$ cat config.mk
export PLATFORM = sky130hd
export DESIGN_NAME = prsm_speed
export DESIGN_NICKNAME = d
export VERILOG_FILES = /design/src/include/prsm_pkg.sv /design/src/core/prsm_speed.sv /design/src/core/prsm_divider.sv
export SDC_FILE = /design/constraint.sdc
export NUM_CORES = 2
export LEC_CHECK = 0
export ABC_CLOCK_PERIOD_IN_PS = 25700
export BUFFER_PORTS_ARGS = -buffer_cell sky130_fd_sc_hd__buf_2
export CAP_MARGIN = 10
export CORE_MARGIN = 2
export CORE_UTILIZATION = 55
export DETAILED_ROUTE_END_ITERATION = 10
export GPL_TIMING_DRIVEN = 0
export PLACE_DENSITY = 0.71
export SLEW_MARGIN = 20
export SYNTH_ARGS = -nofsm -noshare
export SYNTH_HDL_FRONTEND = slang
export SYNTH_HIERARCHICAL = 1
export SYNTH_SLANG_ARGS = --single-unit
$ cat constraint.sdc
create_clock -name clk_in -period 25.7 [get_ports clk_in]
set_clock_uncertainty 0.15 [all_clocks]
set_input_delay 3.855 -clock clk_in [delete_from_list [all_inputs] [get_ports clk_in]]
set_output_delay 3.855 -clock clk_in [all_outputs]
set_load 0.02 [all_outputs]
$ cat src/include/prsm_pkg.sv
// constants, register layout and carrier types of the pulse rate speed measure block
package prsm_pkg;
  localparam int unsigned CLK_HZ = 10_000_000;
  localparam int unsigned CLK_MHZ = CLK_HZ / 1_000_000;

  // least pulse widths in microseconds, contact column then all others
  localparam int unsigned DB_CON_DEF_US = 1600;
  localparam int unsigned DB_CON_HVY_US = 3200;
  localparam int unsigned DB_CON_LGT_US = 400;
  localparam int unsigned DB_OTH_DEF_US = 40;
  localparam int unsigned DB_OTH_HVY_US = 350;
  localparam int unsigned DB_OTH_LGT_US = 5;
  localparam int unsigned DB_CON_DEF_CYC = DB_CON_DEF_US * CLK_MHZ;
  localparam int unsigned DB_CON_HVY_CYC = DB_CON_HVY_US * CLK_MHZ;
  localparam int unsigned DB_CON_LGT_CYC = DB_CON_LGT_US * CLK_MHZ;
  localparam int unsigned DB_OTH_DEF_CYC = DB_OTH_DEF_US * CLK_MHZ;
  localparam int unsigned DB_OTH_HVY_CYC = DB_OTH_HVY_US * CLK_MHZ;
  localparam int unsigned DB_OTH_LGT_CYC = DB_OTH_LGT_US * CLK_MHZ;

  // housekeeping tick and display refresh intervals in milliseconds
  localparam int unsigned TICK_MS = 1;
  localparam int unsigned TICK_CYC = TICK_MS * CLK_HZ / 1000;
  localparam int unsigned SEC_MS = 1000;
  localparam int unsigned REFRESH_0_MS = 500;
  localparam int unsigned REFRESH_1_MS = 1000;
  localparam int unsigned REFRESH_2_MS = 2000;
  localparam int unsigned REFRESH_3_MS = 3000;
  localparam int unsigned REFRESH_4_MS = 4000;
  localparam int unsigned REFRESH_5_MS = 5000;

  // least input frequency in millihertz and the matching period in cycles
  localparam int unsigned MIN_FREQ_MILLIHZ = 10;
  localparam int unsigned STALE_CYC = CLK_HZ / MIN_FREQ_MILLIHZ * 1000;

  localparam int unsigned TB_SEC = 1;
  localparam int unsigned TB_MIN = 60;
  localparam int unsigned TB_HOUR = 3600;

  localparam int unsigned MANT_MIN = 1;
  localparam int unsigned MANT_MAX = 99999;
  localparam int unsigned SDP_MAX = 4;
  localparam int unsigned PT_MAX = 5;
  localparam int unsigned DISP_MAX = 99999;

  // register byte offsets
  localparam logic [7:0] REG_CFG = 8'h00;
  localparam logic [7:0] REG_SCALE = 8'h04;
  localparam logic [7:0] REG_SPEED = 8'h08;
  localparam logic [7:0] REG_RUNTIME = 8'h0c;
  localparam logic [7:0] REG_STATUS = 8'h10;

  // field positions
  localparam int CFG_KIND_LSB = 0;
  localparam int CFG_DB_LSB = 4;
  localparam int CFG_REFR_LSB = 8;
  localparam int CFG_VIEW_BIT = 12;
  localparam int CFG_TB_LSB = 13;
  localparam int CFG_PT_LSB = 16;
  localparam int SCALE_MANT_LSB = 0;
  localparam int SCALE_SDP_LSB = 20;
  localparam int STAT_LEVEL_BIT = 0;
  localparam int STAT_STALE_BIT = 1;
  localparam int STAT_BUSY_BIT = 2;

  localparam logic [31:0] CFG_RST = 32'h0000_1000;
  localparam logic [31:0] SCALE_RST = 32'h0000_0001;
  localparam logic [31:0] CFG_USED = 32'h0007_7737;
  localparam logic [31:0] SCALE_USED = 32'h0071_ffff;

  localparam logic [2:0] KIND_CONTACT = 3'h5;

  typedef enum logic [1:0] {DB_DEFAULT = 2'b00, DB_HEAVY = 2'b01, DB_LIGHT = 2'b10} prsm_db_t;
  typedef enum logic [1:0] {TB_PER_SEC = 2'b00, TB_PER_MIN = 2'b01, TB_PER_HOUR = 2'b10} prsm_tb_t;
  typedef enum logic [1:0] {ST_IDLE = 2'b00, ST_DIV = 2'b01, ST_LOAD = 2'b11} prsm_state_t;

  typedef struct packed {
    logic [2:0] point_position;
    logic [1:0] timebase;
    logic runtime_view_switch;
    logic [2:0] display_refresh_interval;
    logic [1:0] debounce;
    logic [2:0] sensor_kind;
  } prsm_cfg_t;

  typedef struct packed {
    logic [16:0] mant;
    logic [2:0] sdp;
  } prsm_scale_t;

  typedef struct packed {
    logic [16:0] value;
    logic [2:0] point;
  } prsm_disp_t;
endpackage : prsm_pkg

$ cat src/core/prsm_speed.sv
// pulse rate speed measure: debounce, period measurement, scaling, run-time, wishbone regs
//
// Contract
// - count a pulse only after a confirmed low followed by a confirmed high; level resets low, so the first confirmed high after reset also counts
// - three debounce levels, default heavy light, widths chosen by input type
// - level confirmed only after staying past the threshold for the full width
// - contact widths 1600us default, 3200us heavy, 400us light
// - other input widths 40us default, 350us heavy, 5us light
// - input slower than 0.01 Hz forces displayed speed to zero
// - six selectable refresh intervals 0.5 to 5 s drive display updates
// - refresh interval affects only display refresh, nothing else
// - run-time view can be switched off, run-time timer keeps counting
// - speed decimal point placeable between any digits or absent
// - pulse rate divided by scale factor limited to 0.0001 to 99999
// - scale factor point between any digits, rightmost gives integer
// - displayed speed unit is pulses per selected unit of time
// - speed multiplied by 1, 60 or 3600 for second, minute, hour
// - six input types, switch contact selects the contact width column
//
// Added by the designer: the address map and the Wishbone register port.
`timescale 1ns/1ps
module prsm_speed #(
  parameter int unsigned DB_W = 16,
  parameter int unsigned DB_CON_DEF = prsm_pkg::DB_CON_DEF_CYC,
  parameter int unsigned DB_CON_HVY = prsm_pkg::DB_CON_HVY_CYC,
  parameter int unsigned TICK = prsm_pkg::TICK_CYC,
  parameter int unsigned STALE = prsm_pkg::STALE_CYC
) (
  input wire logic clk_in,
  input wire logic sys_rst_in,
  input wire logic wb_cyc_in,
  input wire logic wb_stb_in,
  input wire logic wb_we_in,
  input wire logic [7:0] wb_adr_in,
  input wire logic [3:0] wb_sel_in,
  input wire logic [31:0] wb_dat_in,
  output logic [31:0] wb_dat_out,
  output logic wb_ack_out,
  input wire logic above_hi_in,
  input wire logic below_lo_in,
  output prsm_pkg::prsm_disp_t disp_out,
  output logic disp_update_out,
  output logic [31:0] runtime_view_out,
  output logic runtime_view_on_out
);
  import prsm_pkg::*;
  localparam int DW = 72;

  if (DB_W < $clog2(DB_CON_HVY + 1) || DB_W < $clog2(DB_CON_DEF + 1) ||
      DB_W < $clog2(DB_CON_LGT_CYC + 1) || DB_W < $clog2(DB_OTH_HVY_CYC + 1)) begin : g_db_chk
    $error("debounce counter too narrow for widest pulse width");
  end
  if (TICK < 2 || STALE < 2) begin : g_tick_chk
    $error("tick and stale counts must be at least two");
  end

  function automatic logic [31:0] merge(input logic [31:0] old, input logic [31:0] nw,
                                        input logic [3:0] sel);
    logic [31:0] r;
    r = old;
    for (int i = 0; i < 4; i++) begin
      if (sel[i]) r[i*8 +: 8] = nw[i*8 +: 8];
    end
    return r;
  endfunction : merge

  function automatic logic [DW-1:0] pow10(input logic [3:0] e);
    logic [DW-1:0] r;
    r = DW'(1);
    for (int i = 0; i < 9; i++) begin
      if (i < e) r = DW'(r * DW'(10));
    end
    return r;
  endfunction : pow10

  // register bus
  logic [31:0] cfg_reg;
  logic [31:0] scale_reg;
  logic [31:0] runtime;
  prsm_disp_t next_disp;
  wire wb_req = wb_cyc_in && wb_stb_in && !wb_ack_out;
  wire wr_cfg = wb_req && wb_we_in && wb_adr_in == REG_CFG;
  wire wr_scale = wb_req && wb_we_in && wb_adr_in == REG_SCALE;
  wire [31:0] cfg_new = merge(cfg_reg, wb_dat_in, wb_sel_in) & CFG_USED;
  wire [31:0] scale_raw = merge(scale_reg, wb_dat_in, wb_sel_in) & SCALE_USED;
  wire [16:0] raw_mant = scale_raw[SCALE_MANT_LSB +: 17];
  wire [2:0] raw_sdp = scale_raw[SCALE_SDP_LSB +: 3];
  // out of range factors are clamped so the divider never sees zero
  wire [16:0] cl_mant = raw_mant < 17'(MANT_MIN) ? 17'(MANT_MIN) :
                        raw_mant > 17'(MANT_MAX) ? 17'(MANT_MAX) : raw_mant;
  wire [2:0] cl_sdp = raw_sdp > 3'(SDP_MAX) ? 3'(SDP_MAX) : raw_sdp;
  wire [31:0] scale_new = (32'(cl_mant) << SCALE_MANT_LSB) | (32'(cl_sdp) << SCALE_SDP_LSB);
  wire [2:0] raw_pt = cfg_new[CFG_PT_LSB +: 3];
  wire [2:0] cl_pt = raw_pt > 3'(PT_MAX) ? 3'(PT_MAX) : raw_pt;
  wire [31:0] cfg_fix = {cfg_new[31:CFG_PT_LSB+3], cl_pt, cfg_new[CFG_PT_LSB-1:0]};

  prsm_cfg_t cfg;
  prsm_scale_t scale;
  assign cfg = {cfg_reg[CFG_PT_LSB +: 3], cfg_reg[CFG_TB_LSB +: 2], cfg_reg[CFG_VIEW_BIT],
                cfg_reg[CFG_REFR_LSB +: 3], cfg_reg[CFG_DB_LSB +: 2], cfg_reg[CFG_KIND_LSB +: 3]};
  assign scale = {scale_reg[SCALE_MANT_LSB +: 17], scale_reg[SCALE_SDP_LSB +: 3]};

  logic level;
  logic stale;
  prsm_state_t state;
  wire [31:0] status = (32'(level) << STAT_LEVEL_BIT) | (32'(stale) << STAT_STALE_BIT) |
                       (32'(state != ST_IDLE) << STAT_BUSY_BIT);
  wire [31:0] rd_data = wb_adr_in == REG_CFG ? cfg_reg :
                        wb_adr_in == REG_SCALE ? scale_reg :
                        wb_adr_in == REG_SPEED ? 32'(disp_out.value) :
                        wb_adr_in == REG_RUNTIME ? runtime :
                        wb_adr_in == REG_STATUS ? status : 32'h0000_0000;

  always_ff @(posedge clk_in) begin
    if (sys_rst_in) begin
      wb_ack_out <= 1'b0;
      wb_dat_out <= 32'h0000_0000;
      cfg_reg <= CFG_RST;
      scale_reg <= SCALE_RST;
    end else begin
      wb_ack_out <= wb_req;
      wb_dat_out <= wb_req ? rd_data : 32'h0000_0000;
      if (wr_cfg) cfg_reg <= cfg_fix;
      if (wr_scale) scale_reg <= scale_new;
    end
  end

  // debounce with hysteresis: rising needs upper threshold, falling lower threshold
  wire is_contact = cfg.sensor_kind == KIND_CONTACT;
  wire [DB_W-1:0] con_w = cfg.debounce == DB_HEAVY ? DB_W'(DB_CON_HVY) :
                          cfg.debounce == DB_LIGHT ? DB_W'(DB_CON_LGT_CYC) :
                          DB_W'(DB_CON_DEF);
  wire [DB_W-1:0] oth_w = cfg.debounce == DB_HEAVY ? DB_W'(DB_OTH_HVY_CYC) :
                          cfg.debounce == DB_LIGHT ? DB_W'(DB_OTH_LGT_CYC) :
                          DB_W'(DB_OTH_DEF_CYC);
  wire [DB_W-1:0] db_width = is_contact ? con_w : oth_w;
  wire db_target = level ? below_lo_in : above_hi_in;
  logic [DB_W-1:0] db_cnt;
  wire db_hit = db_target && db_cnt == db_width - 1'b1;
  wire pulse_acc = db_hit && !level;

  always_ff @(posedge clk_in) begin
    if (sys_rst_in) begin
      level <= 1'b0;
      db_cnt <= '0;
    end else if (!db_target) begin
      db_cnt <= '0;
    end else if (db_hit) begin
      level <= ~level;
      db_cnt <= '0;
    end else begin
      db_cnt <= db_cnt + 1'b1;
    end
  end

  // period between accepted pulses, saturating at the slowest legal period
  logic [31:0] per_cnt;
  logic [31:0] period;
  logic seen_one;
  logic have_period;
  always_ff @(posedge clk_in) begin
    if (sys_rst_in) begin
      per_cnt <= 32'h0000_0000;
      period <= 32'h0000_0000;
      seen_one <= 1'b0;
      have_period <= 1'b0;
    end else if (pulse_acc) begin
      per_cnt <= 32'h0000_0000;
      period <= per_cnt + 1'b1;
      seen_one <= 1'b1;
      have_period <= seen_one;
    end else if (per_cnt < STALE) begin
      per_cnt <= per_cnt + 1'b1;
    end
  end
  assign stale = !have_period || per_cnt >= STALE || period >= STALE;

  // millisecond tick shared by refresh and run-time, second tick used by run-time only
  logic [31:0] tick_cnt;
  logic [12:0] refr_ms;
  logic [9:0] sec_ms;
  wire tick = tick_cnt == TICK - 1;
  wire sec_tick = tick && sec_ms == 10'(SEC_MS - 1);
  wire [12:0] refr_lim = cfg.display_refresh_interval == 3'h1 ? 13'(REFRESH_1_MS) :
                         cfg.display_refresh_interval == 3'h2 ? 13'(REFRESH_2_MS) :
                         cfg.display_refresh_interval == 3'h3 ? 13'(REFRESH_3_MS) :
                         cfg.display_refresh_interval == 3'h4 ? 13'(REFRESH_4_MS) :
                         cfg.display_refresh_interval == 3'h5 ? 13'(REFRESH_5_MS) :
                         13'(REFRESH_0_MS);
  wire refresh_due = tick && refr_ms >= refr_lim - 1'b1;

  always_ff @(posedge clk_in) begin
    if (sys_rst_in) begin
      tick_cnt <= 32'h0000_0000;
      refr_ms <= 13'h0000;
      sec_ms <= 10'h000;
      runtime <= 32'h0000_0000;
    end else begin
      tick_cnt <= tick ? 32'h0000_0000 : tick_cnt + 1'b1;
      if (tick) begin
        refr_ms <= refresh_due ? 13'h0000 : refr_ms + 1'b1;
        sec_ms <= sec_tick ? 10'h000 : sec_ms + 1'b1;
      end
      // run-time runs on its own tick, independent of refresh and view
      if (sec_tick) runtime <= runtime + 1'b1;
    end
  end

  // speed = clk_hz * timebase * 10^(sdp+pt) / (period * mantissa)
  wire [DW-1:0] tb_mult = cfg.timebase == TB_PER_MIN ? DW'(TB_MIN) :
                          cfg.timebase == TB_PER_HOUR ? DW'(TB_HOUR) : DW'(TB_SEC);
  wire [DW-1:0] num = DW'(DW'(CLK_HZ) * tb_mult) *
                      pow10(4'(scale.sdp) + 4'(cfg.point_position));
  wire [DW-1:0] den = DW'(DW'(period) * DW'(scale.mant));
  logic div_start;
  logic div_busy;
  logic div_done;
  logic [DW-1:0] quot;
  wire [16:0] quot_sat = quot > DW'(DISP_MAX) ? 17'(DISP_MAX) : quot[16:0];

  prsm_divider #(.W(DW)) u_div (
    .clk_in(clk_in),
    .sys_rst_in(sys_rst_in),
    .start_in(div_start),
    .num_in(num),
    .den_in(den),
    .busy_out(div_busy),
    .done_out(div_done),
    .quot_out(quot)
  );

  assign div_start = state == ST_IDLE && refresh_due && !stale;

  always_comb begin
    next_disp = disp_out;
    case (state)
      ST_IDLE: if (refresh_due && stale) next_disp = '{value: 17'h0_0000, point: cfg.point_position};
      ST_LOAD: next_disp = '{value: quot_sat, point: cfg.point_position};
      default: next_disp = disp_out;
    endcase
  end

  always_ff @(posedge clk_in) begin
    if (sys_rst_in) begin
      state <= ST_IDLE;
      disp_out <= '0;
      disp_update_out <= 1'b0;
      runtime_view_out <= 32'h0000_0000;
      runtime_view_on_out <= 1'b0;
    end else begin
      disp_out <= next_disp;
      disp_update_out <= (state == ST_IDLE && refresh_due && stale) || state == ST_LOAD;
      runtime_view_on_out <= cfg.runtime_view_switch;
      runtime_view_out <= cfg.runtime_view_switch ? runtime : 32'h0000_0000;
      case (state)
        ST_IDLE: if (div_start) state <= ST_DIV;
        ST_DIV: if (div_done) state <= ST_LOAD;
        ST_LOAD: state <= ST_IDLE;
        default: state <= ST_IDLE;
      endcase
    end
  end

  ack_one_a: assert property (@(posedge clk_in) disable iff (sys_rst_in)
    wb_ack_out |=> !wb_ack_out) else $error("ack held longer than one cycle");
  confirm_width_a: assert property (@(posedge clk_in) disable iff (sys_rst_in)
    $changed(level) |-> $past(db_cnt) == $past(db_width) - 1'b1)
    else $error("level changed before width reached");
  rise_from_low_a: assert property (@(posedge clk_in) disable iff (sys_rst_in)
    pulse_acc |-> !level && above_hi_in) else $error("pulse accepted without low then high");
  contact_def_a: assert property (@(posedge clk_in) disable iff (sys_rst_in)
    is_contact && cfg.debounce == DB_DEFAULT |-> db_width == DB_W'(DB_CON_DEF))
    else $error("contact default width wrong");
  other_light_a: assert property (@(posedge clk_in) disable iff (sys_rst_in)
    !is_contact && cfg.debounce == DB_LIGHT |-> db_width == DB_W'(DB_OTH_LGT_CYC))
    else $error("other light width wrong");
  restart_cnt_a: assert property (@(posedge clk_in) disable iff (sys_rst_in)
    !db_target |=> db_cnt == '0) else $error("debounce count not restarted");
  stale_zero_a: assert property (@(posedge clk_in) disable iff (sys_rst_in)
    state == ST_IDLE && refresh_due && stale |=> disp_out.value == '0 && disp_update_out)
    else $error("slow input not forced to zero");
  refresh_gap_a: assert property (@(posedge clk_in) disable iff (sys_rst_in)
    refresh_due |=> !refresh_due [*4]) else $error("refresh repeated too soon");
  runtime_step_a: assert property (@(posedge clk_in) disable iff (sys_rst_in)
    sec_tick |=> runtime == $past(runtime) + 1'b1) else $error("run-time did not step");
  scale_range_a: assert property (@(posedge clk_in) disable iff (sys_rst_in)
    scale.mant >= 17'(MANT_MIN) && scale.mant <= 17'(MANT_MAX) && scale.sdp <= 3'(SDP_MAX))
    else $error("scale factor out of range");
  hour_mult_a: assert property (@(posedge clk_in) disable iff (sys_rst_in)
    cfg.timebase == TB_PER_HOUR |-> tb_mult == DW'(TB_HOUR)) else $error("hour multiplier");
  load_quot_a: assert property (@(posedge clk_in) disable iff (sys_rst_in)
    div_done |=> ##1 disp_out.value == $past(quot_sat) && disp_update_out)
    else $error("quotient not loaded to display");
endmodule : prsm_speed

$ cat src/core/prsm_divider.sv
// serial restoring divider used for the speed conversion
`timescale 1ns/1ps
module prsm_divider #(
  parameter int W = 72
) (
  input wire logic clk_in,
  input wire logic sys_rst_in,
  input wire logic start_in,
  input wire logic [W-1:0] num_in,
  input wire logic [W-1:0] den_in,
  output logic busy_out,
  output logic done_out,
  output logic [W-1:0] quot_out
);
  import prsm_pkg::*;
  logic [W-1:0] rem;
  logic [W-1:0] den;
  logic [$clog2(W+1)-1:0] left;
  wire [W:0] shifted = {rem, quot_out[W-1]};
  wire [W:0] trial = shifted - {1'b0, den};

  if (W < 2) begin : g_chk
    $error("divider width too small");
  end

  always_ff @(posedge clk_in) begin
    if (sys_rst_in) begin
      busy_out <= 1'b0;
      done_out <= 1'b0;
      quot_out <= '0;
      rem <= '0;
      den <= '0;
      left <= '0;
    end else begin
      done_out <= 1'b0;
      if (start_in && !busy_out) begin
        busy_out <= 1'b1;
        quot_out <= num_in;
        den <= den_in;
        rem <= '0;
        left <= ($clog2(W+1))'(W);
      end else if (busy_out) begin
        // one quotient bit per cycle keeps the area to a single subtractor
        rem <= trial[W] ? shifted[W-1:0] : trial[W-1:0];
        quot_out <= {quot_out[W-2:0], ~trial[W]};
        left <= left - 1'b1;
        if (left == 1) begin
          busy_out <= 1'b0;
          done_out <= 1'b1;
        end
      end
    end
  end
endmodule : prsm_divider

==> impl_metrics.ini <==
[outcome]
outcome = completed

[yosys]
synth-edff-count = 0
async_flop_share_pct = 0
postSynthAreaPerCell_um2 = 8.32
synthDistinctLibCells = 102
synth_seq_cells = 518
ys_seq_area_share_pct = 13.0
synth_area_um2 = 79900
synth_flop_cell = dfxtp_1
yosysWarnings = 6
synth_cells = 9609

[grt]
grt_pass1_wl_mm = 413
grt_usage_pct = 36.7
antenna_found_initial = 17
grt_start_max_net_pins = 16
grt_pass1_vias = 68802
gr-total-overflow = 0

[critical_path]
path_delay_family = adder cells
crit_fanout = 10
critPathSlowestCell = fa_1
cpMostUsedCell = ha_1
rr_endpoint = u_div/quot_out[68]
start_kind = register
crit_type = register to register
reg2reg_depth = 89
worst-path-buf-inv = 15
cpPeakStageDelay_ns = 0.71
reg2reg_slack_ns = 0.77
timing.rr.start = cfg_reg[16]
worstPathArrival_ns = 25.30
cp-end-kind = register
required_ns = 26.07

[floorplan]
dieWidth_um = 385
pin_count = 138
fp.coreArea_um2 = 144000
initial_core_util_pct = 55.5
dieArea_um2 = 148000
fp-row-count = 139
die_h_um = 385

[placed_design]
place.gp.congestion = 1.02
dpl_cell_area_um2 = 83300
dp_slack_ns = 0.608
dp_hpwl_mm = 225
numPortBuffers = 121

[sta]
worst_hold_slack_ns = 0.305
finalHoldViolCount = 0
slew_headroom_pct = 10.7
rsz0062_at_grt = false
maxSlewViolCount = 0
worstMarginPinSlew_ns = 1.33
fin_crit_sh_pct = 97.0
fmax_mhz = 40.1
fin_ws_ns = 0.770
setup_viol = 0
period_minus_slack_ns = 24.93
fin_tns_setup_ns = 0

[clock_tree]
clockBufferDepth = 3
cts_made_buffers = 53
path_clk_slew_ns = 0.07
htreeDepth = 2
cts_tree = built
cts_root_buf = clkbuf_16
postCtsSetupBuffers = 0
clock_latency_ns = 0.65
cts.sinks = 518

[detailed_routing]
routedWlPerCell_um = 23.0
drc = 0
first_iter_violations = 6792
vias = 68710
detail_route.vias_per_cell = 5.83
antenna_left = 0
wl_mm = 271
firstDrtPassIters = 7

[cells_and_area]
largestRegisters = u_div/den (72), u_div/quot_out (72), u_div/rem (72)
final_cell_mix = inv_1 (1650), nand2_1 (1289), fa_1 (1207)
drive_gt1_share_pct = 3.93
nets = 11840
final_cell_area_um2 = 85300
area_growth_syn_to_layout_pct = 6.72
layout_commonest_cell = inv_1
nFillCells = 13402

[worst_hold_path]
hold_path_end = u_div/den[13]
hp-start = u_div/den[13]
hold_path.class = register to register
min_path_cells = 2

[power]
pwr_density_cell_nw_per_um2 = 19.9
power_leakage_nw = 42.7
peakVddDrop_mv = 0.0511

[job]
maxCapViolCount = 0
-- worst max path at each step --
| stage | start | endpoint | slack (ns) | cells after the start |
|---|---|---|---|---|
| after global placement | cfg_reg[16] | u_div/quot_out[68] | 0.59 | 86 |
| after global routing | cfg_reg[16] | u_div/quot_out[70] | 0.02 | 89 |
| after CTS | cfg_reg[16] | u_div/quot_out[68] | 0.57 | 89 |
| final | cfg_reg[16] | u_div/quot_out[68] | 0.77 | 89 |
| after floorplan | cfg_reg[16] | u_div/quot_out[66] | 6.06 | 84 |
| after detailed placement | cfg_reg[16] | u_div/quot_out[68] | 0.61 | 89 |
-- worst register-to-register path: cells and delay by family, from the launching register on --
family / cells / cell delay, ns
compound gates: 21 / 4.84
xor+xnor: 3 / 1.25
fa+ha+maj: 24 / 9.30
buf+inv: 15 / 2.65
flops: 1 / 0.38
mux: 3 / 1.02
simple gates: 23 / 5.23
-- kinds of logic after synthesis --
group	after synthesis	share of synthesized area (%)
and+or+nand+nor	3091	17.6
buffers and inverters	2147	10.2
adders and majority gates	1959	42.0
AOI/OAI and AO/OA	1332	10.7
DFF	518	13.0
xor gates and xnor gates	377	4.14
muxes	184	2.36
other	1	0.00469
-- area by class of cell --
type,count,area [µm²],share of cell area (%)
Buffer,489,1930,2.27
Multi-Input combinational cell,6976,61700,72.3
Tap cell,1903,2380,2.79
Clock buffer,69,1460,1.71
Sequential cell,518,10400,12.2
Clock inverter,29,454,0.533
Antenna cell,15,37.5,0.0440
Inverter,1657,6220,7.30
Timing Repair Buffer,135,752,0.882
-- routing by layer --
metal | up-vias | global-route usage (%) | share of wire [%]
met5 | - | 0 | 0.015
met4 | 6 | 14.7 | 5.0
met3 | 655 | 10.3 | 11
met2 | 3233 | 54.9 | 42
met1 | 33901 | 50.2 | 42
li1 | 30915 | - | -
-- repair_timing --
item / 4_1_cts / 5_1_grt
resized for setup: 0 / 9
hold buffers: 0 / 0
setup endpoints to repair: 0 / 14
-- power by group --
| part | switching (mW) | internal, mW | total [mW] |
|---|---|---|---|
| combinational | 0.0294 | 0.00933 | 0.0387 |
| clock | 0.360 | 0.496 | 0.856 |
| sequential | 0.00110 | 0.804 | 0.805 |
-- through the flow --
step / util, % / std cells / power, mW
after floorplan: - / 9641 / 0.844
after global placement: 57.7 / 11665 / 0.860
after detailed placement: 57.9 / 11679 / 0.861
after CTS: 59.2 / 11777 / 1.71
after global routing: 59.2 / 11781 / 1.75
final: 59.2 / 11791 / 1.70
-- synth_stat cells, types with 78 or more instances --
cell      number  area (µm²)
inv_1       1650        6190
nand2_1     1290        4840
fa_1        1207       24200
ha_1         752        9410
nor2_1       726        2730
dfxtp_1      518       10400
a21oi_1      517        2590
clkbuf_1     431        1620
and2_1       286        1790
xnor2_1      207        1810
o21ai_0      193         966
nand3_1      173         866
xor2_1       169        1480
mux2i_1      167        1670
a21o_1       126         946
nor3_1       115         576
nand2b_1     109         682
nand4_1       78         488
Note: power is estimated with default switching activity, not from simulation.
